<file path="src/hdl/power_ctrl_defines.svh">
// Constants of the power-mode controller
`ifndef POWER_CTRL_DEFINES_SVH
`define POWER_CTRL_DEFINES_SVH
`define ADDR_W 4
`define DATA_W 16
// Software register offsets
`define REG_CONTROL 4'h0
`define REG_DOMAINS 4'h1
`define REG_STATUS 4'h2
`define REG_COMMAND 4'h3
// Control register fields
`define CTL_RETAIN_BIT 0
`define CTL_REMAP_BIT 1
// Domain register fields
`define DOM_PERIPH_BIT 0
`define DOM_RADIO_BIT 1
`define DOM_RR_LSB 2
`define DOM_RR_W 4
// Command register fields
`define CMD_SLEEP_BIT 0
`define CMD_DEEP_BIT 1
`define CMD_SWRESET_BIT 2
`define CMD_WAKE_BIT 3
// Reset values
`define DOM_RESET 16'h0003
`define CTL_RESET 16'h0000
// Timing counts
`define SETTLE_CYCLES 8'h10
`define COPY_WORDS 8'h20
`define RESET_CYCLES 4'h4
`endif

</file>
<file path="src/hdl/power_ctrl_pkg.sv">
// Types of the power-mode link, used by the controller end and the checks
package power_ctrl_pkg;
    typedef enum logic [2:0] {
        MODE_ACTIVE = 3'h0,
        MODE_IDLE = 3'h1,
        MODE_GATED = 3'h3,
        MODE_POWER_UP = 3'h2,
        MODE_MIRROR = 3'h6,
        MODE_REBOOT = 3'h7
    } mode_t;
    typedef enum logic [1:0] {
        SLEEP_NONE = 2'h0,
        SLEEP_PLAIN = 2'h1,
        SLEEP_EXTENDED = 2'h2,
        SLEEP_DEEP = 2'h3
    } sleep_kind_t;
endpackage

</file>
<file path="src/hdl/power_link_if.sv">
// Link between the core-software side and the power controller
`timescale 1ns/10ps
interface power_link_if;
    logic sleep_request;
    logic deep_sleep_request;
    logic sysram_retain_select;
    logic address_zero_remap;
    logic soft_reset_request;
    logic [3:0] retention_ram_domains;
    logic peripheral_domain_select;
    logic radio_domain_select;
    logic wake_event;
    logic core_running;
    logic [2:0] mode;
    logic sysram_valid;
    modport device (
        input sleep_request, deep_sleep_request, sysram_retain_select,
        input address_zero_remap, soft_reset_request, retention_ram_domains,
        input peripheral_domain_select, radio_domain_select, wake_event,
        output core_running, mode, sysram_valid
    );
    modport host (
        output sleep_request, deep_sleep_request, sysram_retain_select,
        output address_zero_remap, soft_reset_request, retention_ram_domains,
        output peripheral_domain_select, radio_domain_select, wake_event,
        input core_running, mode, sysram_valid
    );
endinterface

</file>
<file path="src/hdl/power_controller.sv">
// Power-mode and power-domain controller, device end
`timescale 1ns/10ps
`include "power_ctrl_defines.svh"
module power_controller (
    // Clock and reset
    input wire logic clk,
    input wire logic reset,
    // Link to core software
    power_link_if.device link,
    // Power switch outputs
    output logic always_on_domain,
    output logic system_domain,
    output logic peripheral_domain,
    output logic debug_domain,
    output logic radio_domain,
    output logic [3:0] retention_ram_domains,
    output logic sysram_retention_domain,
    output logic analog_enable,
    // Core and memory control
    output logic core_reset,
    output logic boot_from_sysram,
    output logic sysram_access_enable,
    output logic mirror_write,
    output logic [7:0] mirror_addr
);
    power_ctrl_pkg::mode_t mode;
    power_ctrl_pkg::mode_t next_mode;
    logic retained;
    logic next_retained;
    logic remap;
    logic next_remap;
    logic [7:0] settle;
    logic [7:0] next_settle;
    logic [3:0] rst_count;
    logic [3:0] next_rst_count;
    logic mirror_start;
    logic mirror_busy;
    logic mirror_done;
    logic mirror_copy;
    logic [7:0] mirror_word;

    // Gated sleep decode, shared by every switch that the sequencer turns off
    function automatic logic mode_is_gated(input power_ctrl_pkg::mode_t m);
        return m == power_ctrl_pkg::MODE_GATED;
    endfunction

    // Copier used on wake from deep sleep
    mirror_engine copier (
        .clk(clk),
        .reset(reset),
        .start(mirror_start),
        .busy(mirror_busy),
        .done(mirror_done),
        .copy_write(mirror_copy),
        .copy_addr(mirror_word)
    );

    // Mode sequencing
    always_comb begin
        next_mode = mode;
        next_retained = retained;
        next_remap = remap;
        next_settle = settle;
        next_rst_count = rst_count;
        mirror_start = 1'b0;
        // Remap is sticky: only a hardware reset clears it, so a reboot keeps it
        if (link.address_zero_remap) begin
            next_remap = 1'b1;
        end
        unique case (mode)
            power_ctrl_pkg::MODE_ACTIVE: begin
                if (link.soft_reset_request) begin
                    next_mode = power_ctrl_pkg::MODE_REBOOT;
                    next_rst_count = `RESET_CYCLES;
                end else if (link.sleep_request && link.deep_sleep_request) begin
                    // Retain select picks extended over deep
                    next_retained = link.sysram_retain_select;
                    next_mode = power_ctrl_pkg::MODE_GATED;
                end else if (link.sleep_request) begin
                    next_mode = power_ctrl_pkg::MODE_IDLE;
                end
            end
            power_ctrl_pkg::MODE_IDLE: begin
                if (link.wake_event) begin
                    next_mode = power_ctrl_pkg::MODE_ACTIVE;
                end
            end
            power_ctrl_pkg::MODE_GATED: begin
                // Only a wake leaves gated sleep; commands are dropped here
                if (link.wake_event) begin
                    next_mode = power_ctrl_pkg::MODE_POWER_UP;
                    next_settle = `SETTLE_CYCLES;
                end
            end
            power_ctrl_pkg::MODE_POWER_UP: begin
                // Rails and analog settle while the core is still held in reset
                if (settle != 8'h00) begin
                    next_settle = settle - 8'h01;
                end else if (retained) begin
                    next_mode = power_ctrl_pkg::MODE_ACTIVE;
                end else begin
                    mirror_start = 1'b1;
                    next_mode = power_ctrl_pkg::MODE_MIRROR;
                end
            end
            power_ctrl_pkg::MODE_MIRROR: begin
                // Leave only once the copier has written its last word and gone idle
                if (mirror_done && !mirror_busy) begin
                    next_mode = power_ctrl_pkg::MODE_ACTIVE;
                    next_retained = 1'b1;
                end
            end
            power_ctrl_pkg::MODE_REBOOT: begin
                // Hold the core in reset for a fixed count; remap is left alone
                if (rst_count != 4'h0) begin
                    next_rst_count = rst_count - 4'h1;
                end else begin
                    next_mode = power_ctrl_pkg::MODE_ACTIVE;
                end
            end
            default: begin
                next_mode = power_ctrl_pkg::MODE_ACTIVE;
            end
        endcase
    end

    // Register sequencing state; remap survives software reboot
    always_ff @(posedge clk) begin
        if (reset) begin
            mode <= power_ctrl_pkg::MODE_ACTIVE;
            retained <= 1'b1;
            remap <= 1'b0;
            settle <= 8'h00;
            rst_count <= 4'h0;
        end else begin
            mode <= next_mode;
            retained <= next_retained;
            remap <= next_remap;
            settle <= next_settle;
            rst_count <= next_rst_count;
        end
    end

    // Registered power switch and status outputs
    always_ff @(posedge clk) begin
        if (reset) begin
            always_on_domain <= 1'b1;
            system_domain <= 1'b1;
            peripheral_domain <= 1'b1;
            debug_domain <= 1'b1;
            radio_domain <= 1'b1;
            retention_ram_domains <= 4'h0;
            sysram_retention_domain <= 1'b1;
            analog_enable <= 1'b1;
            core_reset <= 1'b0;
            boot_from_sysram <= 1'b0;
            sysram_access_enable <= 1'b1;
            mirror_write <= 1'b0;
            mirror_addr <= 8'h00;
            link.core_running <= 1'b1;
            link.mode <= 3'h0;
            link.sysram_valid <= 1'b1;
        end else begin
            always_on_domain <= 1'b1;
            // System and debug off only while gated
            system_domain <= !mode_is_gated(next_mode);
            debug_domain <= !mode_is_gated(next_mode);
            // Software-chosen domains, untouched by the sequencer
            peripheral_domain <= link.peripheral_domain_select;
            radio_domain <= link.radio_domain_select;
            retention_ram_domains <= link.retention_ram_domains;
            // Sysram kept on except in deep sleep
            sysram_retention_domain <= !mode_is_gated(next_mode) || next_retained;
            analog_enable <= !mode_is_gated(next_mode);
            core_reset <= (next_mode == power_ctrl_pkg::MODE_REBOOT)
                || (next_mode == power_ctrl_pkg::MODE_POWER_UP)
                || (next_mode == power_ctrl_pkg::MODE_MIRROR);
            boot_from_sysram <= next_remap;
            // No access while only the retention domain holds sysram
            sysram_access_enable <= !mode_is_gated(next_mode)
                && (next_mode != power_ctrl_pkg::MODE_POWER_UP);
            mirror_write <= mirror_copy;
            mirror_addr <= mirror_word;
            link.core_running <= (next_mode == power_ctrl_pkg::MODE_ACTIVE);
            link.mode <= next_mode;
            link.sysram_valid <= next_retained;
        end
    end

endmodule

</file>
<file path="src/hdl/mirror_engine.sv">
// Hardware copier that refills system RAM from program memory
`timescale 1ns/10ps
`include "power_ctrl_defines.svh"
module mirror_engine (
    // Clock and reset
    input wire logic clk,
    input wire logic reset,
    // Control
    input wire logic start,
    output logic busy,
    output logic done,
    // Copy port
    output logic copy_write,
    output logic [7:0] copy_addr
);
    logic [7:0] count;
    logic [7:0] next_count;
    logic next_busy;
    logic next_done;

    // Word counter: one word each cycle while busy
    always_comb begin
        next_count = count;
        next_busy = busy;
        next_done = 1'b0;
        if (start && !busy) begin
            next_busy = 1'b1;
            next_count = 8'h00;
        end else if (busy) begin
            if (count == `COPY_WORDS - 8'h01) begin
                next_busy = 1'b0;
                next_done = 1'b1;
            end else begin
                next_count = count + 8'h01;
            end
        end
    end

    // Register the copier state
    always_ff @(posedge clk) begin
        if (reset) begin
            count <= 8'h00;
            busy <= 1'b0;
            done <= 1'b0;
        end else begin
            count <= next_count;
            busy <= next_busy;
            done <= next_done;
        end
    end

    assign copy_write = busy;
    assign copy_addr = count;
endmodule

</file>
<file path="src/flat_wrapper.sv">
// flat-port wrapper written by rule: the top's interface ports become plain ports
module power_controller_flat 
  (clk, reset, always_on_domain, system_domain, peripheral_domain, debug_domain, radio_domain, retention_ram_domains, sysram_retention_domain, analog_enable, core_reset, boot_from_sysram, sysram_access_enable, mirror_write, mirror_addr, link_sleep_request, link_deep_sleep_request, link_sysram_retain_select, link_address_zero_remap, link_soft_reset_request, link_retention_ram_domains, link_peripheral_domain_select, link_radio_domain_select, link_wake_event, link_core_running, link_mode, link_sysram_valid);
  power_link_if link_i ();
  input wire logic clk;
  input wire logic reset;
  output logic always_on_domain;
  output logic system_domain;
  output logic peripheral_domain;
  output logic debug_domain;
  output logic radio_domain;
  output logic [3:0] retention_ram_domains;
  output logic sysram_retention_domain;
  output logic analog_enable;
  output logic core_reset;
  output logic boot_from_sysram;
  output logic sysram_access_enable;
  output logic mirror_write;
  output logic [7:0] mirror_addr;
  input wire logic [$bits(link_i.sleep_request)-1:0] link_sleep_request;
  input wire logic [$bits(link_i.deep_sleep_request)-1:0] link_deep_sleep_request;
  input wire logic [$bits(link_i.sysram_retain_select)-1:0] link_sysram_retain_select;
  input wire logic [$bits(link_i.address_zero_remap)-1:0] link_address_zero_remap;
  input wire logic [$bits(link_i.soft_reset_request)-1:0] link_soft_reset_request;
  input wire logic [$bits(link_i.retention_ram_domains)-1:0] link_retention_ram_domains;
  input wire logic [$bits(link_i.peripheral_domain_select)-1:0] link_peripheral_domain_select;
  input wire logic [$bits(link_i.radio_domain_select)-1:0] link_radio_domain_select;
  input wire logic [$bits(link_i.wake_event)-1:0] link_wake_event;
  output wire logic [$bits(link_i.core_running)-1:0] link_core_running;
  output wire logic [$bits(link_i.mode)-1:0] link_mode;
  output wire logic [$bits(link_i.sysram_valid)-1:0] link_sysram_valid;
  assign link_i.sleep_request = link_sleep_request;
  assign link_i.deep_sleep_request = link_deep_sleep_request;
  assign link_i.sysram_retain_select = link_sysram_retain_select;
  assign link_i.address_zero_remap = link_address_zero_remap;
  assign link_i.soft_reset_request = link_soft_reset_request;
  assign link_i.retention_ram_domains = link_retention_ram_domains;
  assign link_i.peripheral_domain_select = link_peripheral_domain_select;
  assign link_i.radio_domain_select = link_radio_domain_select;
  assign link_i.wake_event = link_wake_event;
  assign link_core_running = link_i.core_running;
  assign link_mode = link_i.mode;
  assign link_sysram_valid = link_i.sysram_valid;
  power_controller u_core (.clk(clk), .reset(reset), .link(link_i), .always_on_domain(always_on_domain), .system_domain(system_domain), .peripheral_domain(peripheral_domain), .debug_domain(debug_domain), .radio_domain(radio_domain), .retention_ram_domains(retention_ram_domains), .sysram_retention_domain(sysram_retention_domain), .analog_enable(analog_enable), .core_reset(core_reset), .boot_from_sysram(boot_from_sysram), .sysram_access_enable(sysram_access_enable), .mirror_write(mirror_write), .mirror_addr(mirror_addr));
endmodule
</file>
<file path="config.mk">
export PLATFORM = sky130hd
export DESIGN_NAME = power_controller_flat
export DESIGN_NICKNAME = d
export VERILOG_FILES = /design/src/hdl/power_ctrl_pkg.sv /design/src/hdl/power_link_if.sv /design/src/hdl/power_controller.sv /design/src/hdl/mirror_engine.sv /design/src/flat_wrapper.sv
export VERILOG_INCLUDE_DIRS = /design/src /design/src/hdl
export SDC_FILE = /design/constraint.sdc
export NUM_CORES = 1
export LEC_CHECK = 0
export ABC_CLOCK_PERIOD_IN_PS = 3100
export BUFFER_PORTS_ARGS = -buffer_cell sky130_fd_sc_hd__buf_2
export CAP_MARGIN = 10
export CORE_MARGIN = 2
export CORE_UTILIZATION = 55
export DETAILED_ROUTE_END_ITERATION = 10
export GPL_ROUTABILITY_DRIVEN = 0
export PLACE_DENSITY = 0.91
export SKIP_CTS_REPAIR_TIMING = 1
export SLEW_MARGIN = 20
export SYNTH_ARGS = -nofsm -noshare
export SYNTH_HDL_FRONTEND = slang
export SYNTH_SLANG_ARGS = --single-unit
</file>
<file path="constraint.sdc">
create_clock -name clk -period 3.1 [get_ports clk]
set_input_delay 0.465 -clock clk [delete_from_list [all_inputs] [get_ports clk]]
set_output_delay 0.465 -clock clk [all_outputs]
set_load 0.05 [all_outputs]
</file>
==> results.cfg, run 1 <==
[status]
status = completed

[finish]
drive_gt1_frac = 0.278
diodes = 0
area_growth_pct = 15.0
nFillCells = 244
nets = 262
final_area_mm2 = 0.00226

[cts]
ctsRootBufferMaster = clkbuf_4
cts_tree = yes
clockBufferDepth = 2
numCtsBuffers = 5
cts.sinks = 47
clk_pin_slew_ns = 0.13
cts-htree-levels = 2
worstSkewPairLatency_ns = 0.36

[routing]
drt-total-wl_um = 3680
drt-initial-drc-count = 99
drcViolationCount = 0
vias = 1569
drt_first_pass_iters = 4
vias_per_cell = 5.39
final_antenna_net_count = 0
wl_per_cell_um = 12.6

[timing]
fin_skew_ns = 0.00979
finalMaxSlewViolations = 0
finalCritPeriodShare = 0.663
period_needed_ns = 2.06
max_clock_freq_mhz = 487
tightest_slew_ns = 0.611
rsz0062_at_grt = no
tns_ns = 0
slew_headroom = 0.590
finalSetupViolCount = 0
hold_violations = 0

[min_path]
worstHoldPathCells = 2
worstHoldPathType = in -> reg

[setup_path]
cp-end-kind = register
r2r_slack_ns = 1.04
criticalPathCategory = reg -> reg
crit_fanout = 9
cpPeakStageDelay_ns = 0.50
cp_num_buf_inv = 1
cp.required_ns = 3.36
startpoint = u_core.settle[0]
r2r-end = u_core.settle[6]
path_cells = inv_1 > ha_1 > or3b_2 > o311ai_4 > nor4_1 > mux2_1
r2r_cells = 6
rr_startpoint = u_core.settle[0]
path_delay_family = simple AND/OR/NAND/NOR gates
critPathLaunchType = register
arrival_ns = 2.32
cp_slowest_cell = or3b_2
cp.depth = 6
endpoint = u_core.settle[6]

[global_routing]
grt_max_degree = 26
overflow = 0
grt_pass1_wl_um = 6470
antenna_found_initial = 0
track_usage = 0.200
grt_pass1_vias = 1460

[logic_synthesis]
syn_inst = 205
synth.top_cell.area_share = 0.478
synth_warnings = 0
synth.largest_area_cell = dfxtp_1
synth.net_count = 223
ys_seq_elements = 47
ys_top_cells_by_area = dfxtp_1 (48%), nor2_1 (5.2%), nor2b_1 (4.1%)
ys_types = 54
async_flop_share = 0
synth_area_per_cell_um2 = 9.59
synth-edff-count = 0
ys_seq_area_frac = 0.478
netlist_area_mm2 = 0.00197
synth_top_flop_cell = dfxtp_1

[pwr]
sequentialPowerShare = 0.405
p_sw_uw = 798
p_sw_frac = 0.403
internal_power_mw = 1.18
clkPwrFrac = 0.182
leakagePower_nw = 0.970
peakVddDrop_uv = 572
power_density_mw_per_mm2 = 875
combPwrFrac = 0.413

[floorplanning]
start_util = 0.580
dieArea_mm2 = 0.00407
core_area_mm2 = 0.00339
ios = 42
die_h_um = 63.8
fp-row-count = 21
die_w_um = 63.8

[placement]
dp_hpwl_um = 2680
portBuffers = 40
post_dp_cell_area_mm2 = 0.00218

[job]
maxCapViolations = 0
## worst min path at each step
stage	startpoint	to	slack (ns)
floorplan	u_core.rst_count[3]	u_core.rst_count[3]	0.46
global placement	u_core.boot_from_sysram	u_core.boot_from_sysram	0.44
detailed placement	u_core.boot_from_sysram	u_core.boot_from_sysram	0.46
CTS	link_radio_domain_select	u_core.radio_domain	0.27
global route	link_peripheral_domain_select	u_core.peripheral_domain	0.26
finish	link_radio_domain_select	u_core.radio_domain	0.28
## worst reg2reg max path: cells and delay by family, from the launching register on
kind,cells,cell delay (ns)
flip-flops,1,0.35
adder cells (fa/ha/maj),1,0.16
AND/OR/NAND/NOR,2,0.62
AO/OA/AOI/OAI,1,0.42
buffers and inverters,1,0.10
multiplexers,1,0.32
## state kept, by name, indices dropped and copies added, names as in the netlist, 3 cells and up
register                      flops
u_core.rst_count                  4
u_core.mirror_addr                8
u_core.settle                     8
u_core.mode                       3
u_core.retention_ram_domains      4
u_core.copier.copy_addr           8
## per-layer routing
layer | vias up | GRT usage | share of wire
met4 | 0 | 0.0571 | 0.015
li1 | 799 | - | -
met5 | - | 0 | 0
met2 | 43 | 0.342 | 0.50
met1 | 720 | 0.246 | 0.44
met3 | 7 | 0.0528 | 0.044
## power groups by stage
stage	sequential (mW)	combinational (mW)	clock (mW)
2_1_floorplan	0.900	0.562	0
3_3_place_gp	0.807	0.785	0
3_5_place_dp	0.811	0.811	0
4_1_cts	0.798	0.817	0.367
5_1_grt	0.814	0.904	0.393
6_report	0.801	0.817	0.361
## cell type report
class                      instances  area, um2  area share
tap                               46       57.6      0.0254
clock buffer                       5       37.5      0.0166
inverter                          10       37.5      0.0166
multi-input combinational        140        945       0.418
timing repair buffer              40        200      0.0885
clock inverter                     3       43.8      0.0194
sequential                        47        941       0.416
## metrics by stage
step                      setup slack (ns)  hold WS [ns]  std cells  power, mW   util
after floorplan                       1.09         0.459        205       1.46      -
after CTS                             1.06         0.273        291       1.98  0.667
final                                 1.04         0.278        291       1.98  0.667
after global routing                 0.921         0.255        291       2.11  0.667
after global placement                1.16         0.444        283       1.59  0.643
after detailed placement              1.08         0.458        283       1.62  0.643
## placed cells by master (no fill, tap or decap), drive strengths merged, types with 4 or more instances in the layout
cell | synthesis | layout
clkbuf | 3 | 5
a21oi | 11 | 11
inv | 10 | 10
or4 | 5 | 5
nor2b | 13 | 13
dfxtp | 47 | 47
nor2 | 27 | 27
nand3 | 4 | 4
nand2 | 7 | 7
xor2 | 5 | 5
ha | 4 | 4
o21ai | 4 | 4
a211oi | 4 | 4
buf | 5 | 40
## cell usage after synthesis, drive strengths merged, types with 2 or more instances
master / number
mux2i: 2
a211oi: 4
o211ai: 2
a21o: 2
clkbuf: 3
inv: 10
o21ai: 4
a21oi: 11
xnor2: 3
xor2: 5
nor3b: 3
a31o: 2
or2: 3
nand2: 7
nand3: 4
nor2b: 13
dfxtp: 47
nand4: 2
nor2: 27
buf: 5
or4: 5
or3b: 3
nor3: 3
ha: 4
o31ai: 3
or3: 3
nand2b: 3
and3: 3
## cells by family (layout without fill, tap and decap cells)
group | after synthesis | in the layout | share of synthesized area
xor gates and xnor gates | 8 | 8 | 0.0356
buffers and inverters | 18 | 58 | 0.0413
muxes | 3 | 3 | 0.0159
adders and majority gates | 4 | 4 | 0.0254
AOI/OAI and AO/OA | 38 | 38 | 0.148
and+or+nand+nor | 86 | 86 | 0.253
other | 1 | 1 | 0.00191
DFF | 47 | 47 | 0.478
Note: power is estimated with default switching activity, not from simulation.
==> run 2, diff against run 1 <==
Settings changed: ABC_CLOCK_PERIOD_IN_PS 3100 to 2100, CORE_UTILIZATION 55 to 53, PLACE_DENSITY 0.91 to 0.89.
Clock period 3.1 ns to 2.1 ns, I/O delays scaled along.
==> run 2 against run 1 <==
- die area grew 3.5%
- highest routed layer unchanged
- critical path depth did not move
- cell count increased by 2.7%
==> results.cfg, run 2 (synthesis results as in run 1) <==
[pwr]
p_sw_frac = 0.392
clkPwrFrac = 0.214
p_total_mw = 3.13
p_sw_mw = 1.22
leakagePower_nw = 1.01
power_density_mw_per_mm2 = 1330
internal_power_mw = 1.90
sequentialPowerShare = 0.377
combPwrFrac = 0.410
peakVddDrop_uv = 654

[timing]
finalCritPeriodShare = 0.974
max_clock_freq_mhz = 489
period_needed_ns = 2.04
slew_headroom = 0.663
tightest_slew_ns = 0.503
rsz0062_at_grt = yes
hold_violations = 0
finalSetupViolCount = 0
finalMaxSlewViolations = 0
fin_skew_ns = 0.00344

[global_routing]
grt_util_met2 = 0.339
grt_max_degree = 17
track_usage = 0.201
antenna_found_initial = 0
top_usage_layer = met2
grt_pass1_wl_um = 6520
grt_pass1_vias = 1502
overflow = 0
use_met3 = 0.0556
met1_usage = 0.239

[routing]
vias_per_cell = 5.45
final_antenna_net_count = 0
wl_per_cell_um = 13.3
vias = 1629
drt-total-wl_um = 3970
drt-initial-drc-count = 75
drt_first_pass_iters = 5
drcViolationCount = 0

[floorplanning]
start_util = 0.545
die_w_um = 64.9
fp-row-count = 22
ios = 42
die_h_um = 64.9
dieArea_mm2 = 0.00421
core_area_mm2 = 0.00361

[setup_path]
criticalPathCategory = reg -> reg
critPathLaunchType = register
cp_slowest_cell = or3b_2
crit_fanout = 7
arrival_ns = 2.24
path_cells = inv_1 > ha_1 > or3b_2 > o311ai_4 > nor4_1 > mux2_1
cpPeakStageDelay_ns = 0.50
cp.required_ns = 2.29
cp-end-kind = register

[status]
status = completed

[finish]
drive_gt1_frac = 0.299
mostFrequentLayoutCell = dfxtp_1
most-common-layout-cells = dfxtp_1 (46), buf_2 (40), nor2_1 (27)
diodes = 0
area_growth_pct = 19.3
final_area_mm2 = 0.00235
nets = 268

[cts]
ctsRootBufferMaster = clkbuf_8
cts_tree = yes
cts-htree-levels = 2
cts.sinks = 47
worstSkewPairLatency_ns = 0.30
numCtsBuffers = 5
clockBufferDepth = 2
clk_pin_slew_ns = 0.09

[placement]
portBuffers = 40
post_dp_cell_area_mm2 = 0.00221
dp_hpwl_um = 2790

[job]
maxCapViolations = 0

[min_path]
worstHoldPathType = in -> reg
[run 2: cell count changes in the layout (fill, tap and decap cells not counted), sizes merged]
| cell | before | now |
|---|---|---|
| buf | 40 | 46 |
| clkinv | 2 | 1 |
| inv | 10 | 11 |
[run 2: through the flow]
step / util / setup WS [ns] / setup TNS (ns) / hold slack (ns) / cells
detailed placement: 0.612 / 0.0933 / 0 / 0.489 / 288
floorplan: - / 0.0857 / 0 / 0.387 / 205
global placement: 0.612 / 0.170 / 0 / 0.443 / 288
CTS: 0.644 / 0.0748 / 0 / 0.188 / 296
finish: 0.651 / 0.0555 / 0 / 0.191 / 299
global route: 0.651 / -0.0308 / -0.0366 / 0.189 / 299
[run 2: worst paths after layout]
kind / startpoint / endpoint / slack, ns / cells past startpoint
max: u_core.settle[0] / u_core.settle[6] / 0.06 / 6
min: link_peripheral_domain_select / u_core.peripheral_domain / 0.19 / 2
max reg2reg: u_core.settle[0] / u_core.settle[6] / 0.06 / 6
min reg2reg: u_core.settle[1] / u_core.settle[1] / 0.50 / 2
[run 2: power groups by stage]
stage	Clock (mW)	Sequential, mW	Combinational (mW)
CTS	0.677	1.17	1.22
floorplan	0	1.33	0.829
detailed placement	0	1.19	1.21
finish	0.668	1.18	1.28
global route	0.718	1.20	1.39
global placement	0	1.18	1.18
[run 2: cell type report]
type / count / area [um2]
fill: 276 / 1260
multi-input combinational: 140 / 945
sequential: 47 / 942
timing repair buffer: 46 / 245
clock buffer: 5 / 68.8
tap: 48 / 60.1
clock inverter: 3 / 47.5
inverter: 10 / 37.5
[run 2: metal layers]
metal | up-vias | wire, um | share of wire
li1 | 804 | - | -
met1 | 752 | 1680 | 0.42
met2 | 64 | 1990 | 0.50
met3 | 9 | 224 | 0.056
met4 | 0 | 74 | 0.019
met5 | - | 0 | 0
[run 2: worst max-delay path: cells and delay by family, from the launching register on]
| kind | cells | cell delay [ns] |
|---|---|---|
| buffers and inverters | 1 | 0.09 |
| AND/OR/NAND/NOR | 2 | 0.61 |
| multiplexers | 1 | 0.31 |
| flip-flops | 1 | 0.33 |
| adder cells (fa/ha/maj) | 1 | 0.17 |
| AO/OA/AOI/OAI | 1 | 0.43 |
==> run 3, diff against run 2 <==
--- a/config.mk
+++ b/config.mk
@@ -10,9 +10,11 @@
 export BUFFER_PORTS_ARGS = -buffer_cell sky130_fd_sc_hd__buf_2
 export CAP_MARGIN = 10
+export CELL_PAD_IN_SITES_DETAIL_PLACEMENT = 0
+export CELL_PAD_IN_SITES_GLOBAL_PLACEMENT = 1
 export CORE_MARGIN = 2
-export CORE_UTILIZATION = 53
+export CORE_UTILIZATION = 40
 export DETAILED_ROUTE_END_ITERATION = 10
 export GPL_ROUTABILITY_DRIVEN = 0
-export PLACE_DENSITY = 0.89
+export PLACE_DENSITY = 0.88
 export SKIP_CTS_REPAIR_TIMING = 1
 export SLEW_MARGIN = 20
==> constraint.sdc (replaced) <==
create_clock -name clk -period 2.1 [get_ports clk]
set_input_delay 0.315 -clock clk [delete_from_list [all_inputs] [get_ports clk]]
set_output_delay 0.315 -clock clk [all_outputs]
set_load 0.01 [all_outputs]
==> run 3 against run 2 <==
- sequential power about the same
- global-route usage shrank 6.0 points
- cell count is 6.4% higher
- clock power rose by 0.6%
- clock-buffer cell count unchanged
- critical path depth grew 1
- fmax increased by 3.8%
- combinational power decreased by 15%
- sequential share of layout area fell by 0.43 points
- critical path type unchanged
- highest routed layer unchanged
==> results.cfg, run 3 (synthesis results as in run 1) <==
[timing]
period_needed_ns = 1.97
finalSetupViolCount = 0
finalCritPeriodShare = 0.938
fin_skew_ns = 0.00455
rsz0062_at_grt = no
hold_violations = 0
max_clock_freq_mhz = 507
finalMaxSlewViolations = 0
tns_ns = 0
slew_headroom = 0.661
tightest_slew_ns = 0.508

[routing]
vias_per_cell = 4.93
final_antenna_net_count = 0
vias = 1567
drt-initial-drc-count = 103
drcViolationCount = 0
drt_first_pass_iters = 4
drt-total-wl_um = 3770
wl_per_cell_um = 11.9

[setup_path]
r2r-end = u_core.settle[5]
r2r_cells = 7
arrival_ns = 2.21
cp-end-kind = register
critPathLaunchType = register
criticalPathCategory = reg -> reg
startpoint = u_core.settle[0]
r2r_slack_ns = 0.13
cp.required_ns = 2.34
endpoint = u_core.settle[5]
crit_fanout = 6
rr_startpoint = u_core.settle[0]

[floorplanning]
die_h_um = 74.1
start_util = 0.416
ios = 42
dieArea_mm2 = 0.00549
core_area_mm2 = 0.00472
fp-row-count = 25
die_w_um = 74.1

[finish]
area_growth_pct = 20.4
final_area_mm2 = 0.00237
most-common-layout-cells = dfxtp_1 (47), buf_2 (40), nor2_1 (27)
mostFrequentLayoutCell = dfxtp_1
drive_gt1_frac = 0.295
diodes = 0
nets = 268

[placement]
post_dp_cell_area_mm2 = 0.00225
portBuffers = 40
dp_hpwl_um = 2780

[global_routing]
grt_util_met2 = 0.214
use_met3 = 0.0366
grt_pass1_vias = 1333
track_usage = 0.142
antenna_found_initial = 0
top_usage_layer = met2
met1_usage = 0.187
grt_max_degree = 17
overflow = 0
grt_pass1_wl_um = 6000

[cts]
worstSkewPairLatency_ns = 0.30
cts-htree-levels = 2
ctsRootBufferMaster = clkbuf_8
numCtsBuffers = 5
cts_tree = yes
clockBufferDepth = 2
clk_pin_slew_ns = 0.09
cts.sinks = 47

[status]
status = completed

[pwr]
leakagePower_nw = 1.01
peakVddDrop_uv = 578
power_density_mw_per_mm2 = 1240

[min_path]
worstHoldPathType = in -> reg

[job]
maxCapViolations = 0
run 3: cell counts in the layout (fill, tap and decap cells not counted):
No cell type changed its count.
run 3: report_power, final:
part,total [mW],internal [mW],switching (mW)
Sequential,1.17,1.03,0.137
Combinational,1.09,0.504,0.587
Clock,0.672,0.361,0.311
run 3: worst min path at each step:
stage | startpoint | end | slack, ns | cells past startpoint
3_3_place_gp | u_core.boot_from_sysram | u_core.boot_from_sysram | 0.44 | 2
2_1_floorplan | reset | u_core.retention_ram_domains[0] | 0.39 | 1
3_5_place_dp | u_core.boot_from_sysram | u_core.boot_from_sysram | 0.46 | 2
4_1_cts | link_radio_domain_select | u_core.radio_domain | 0.19 | 2
5_1_grt | link_peripheral_domain_select | u_core.peripheral_domain | 0.18 | 2
6_report | link_radio_domain_select | u_core.radio_domain | 0.19 | 2
run 3: worst max-delay path: stages (launching register included):
cell	delay [ns]
dfxtp_1	0.35
inv_1	0.07
ha_1	0.21
or3b_2	0.24
o311ai_4	0.11
buf_4	0.18
or4_2	0.60
a21oi_1	0.15
run 3: final cells by class:
| class | count | area (um2) |
|---|---|---|
| clock buffer | 5 | 68.8 |
| clock inverter | 3 | 47.5 |
| fill | 442 | 2350 |
| inverter | 10 | 37.5 |
| multi-input combinational | 140 | 945 |
| sequential | 47 | 941 |
| tap | 67 | 83.8 |
| timing repair buffer | 46 | 245 |
run 3: layer usage:
layer / vias up / wire [um]
met5: - / 0
met4: 0 / 71
met3: 5 / 207
met2: 42 / 1650
met1: 716 / 1840
li1: 804 / -
run 3: through the flow:
stage	cells	util	total power [mW]	setup WS, ns	hold slack [ns]
global placement	310	0.477	2.25	0.200	0.439
floorplan	205	-	1.98	0.230	0.387
finish	318	0.501	2.93	0.129	0.191
global route	318	0.501	3.13	0.0302	0.175
detailed placement	310	0.477	2.27	0.163	0.458
CTS	318	0.501	2.95	0.138	0.186
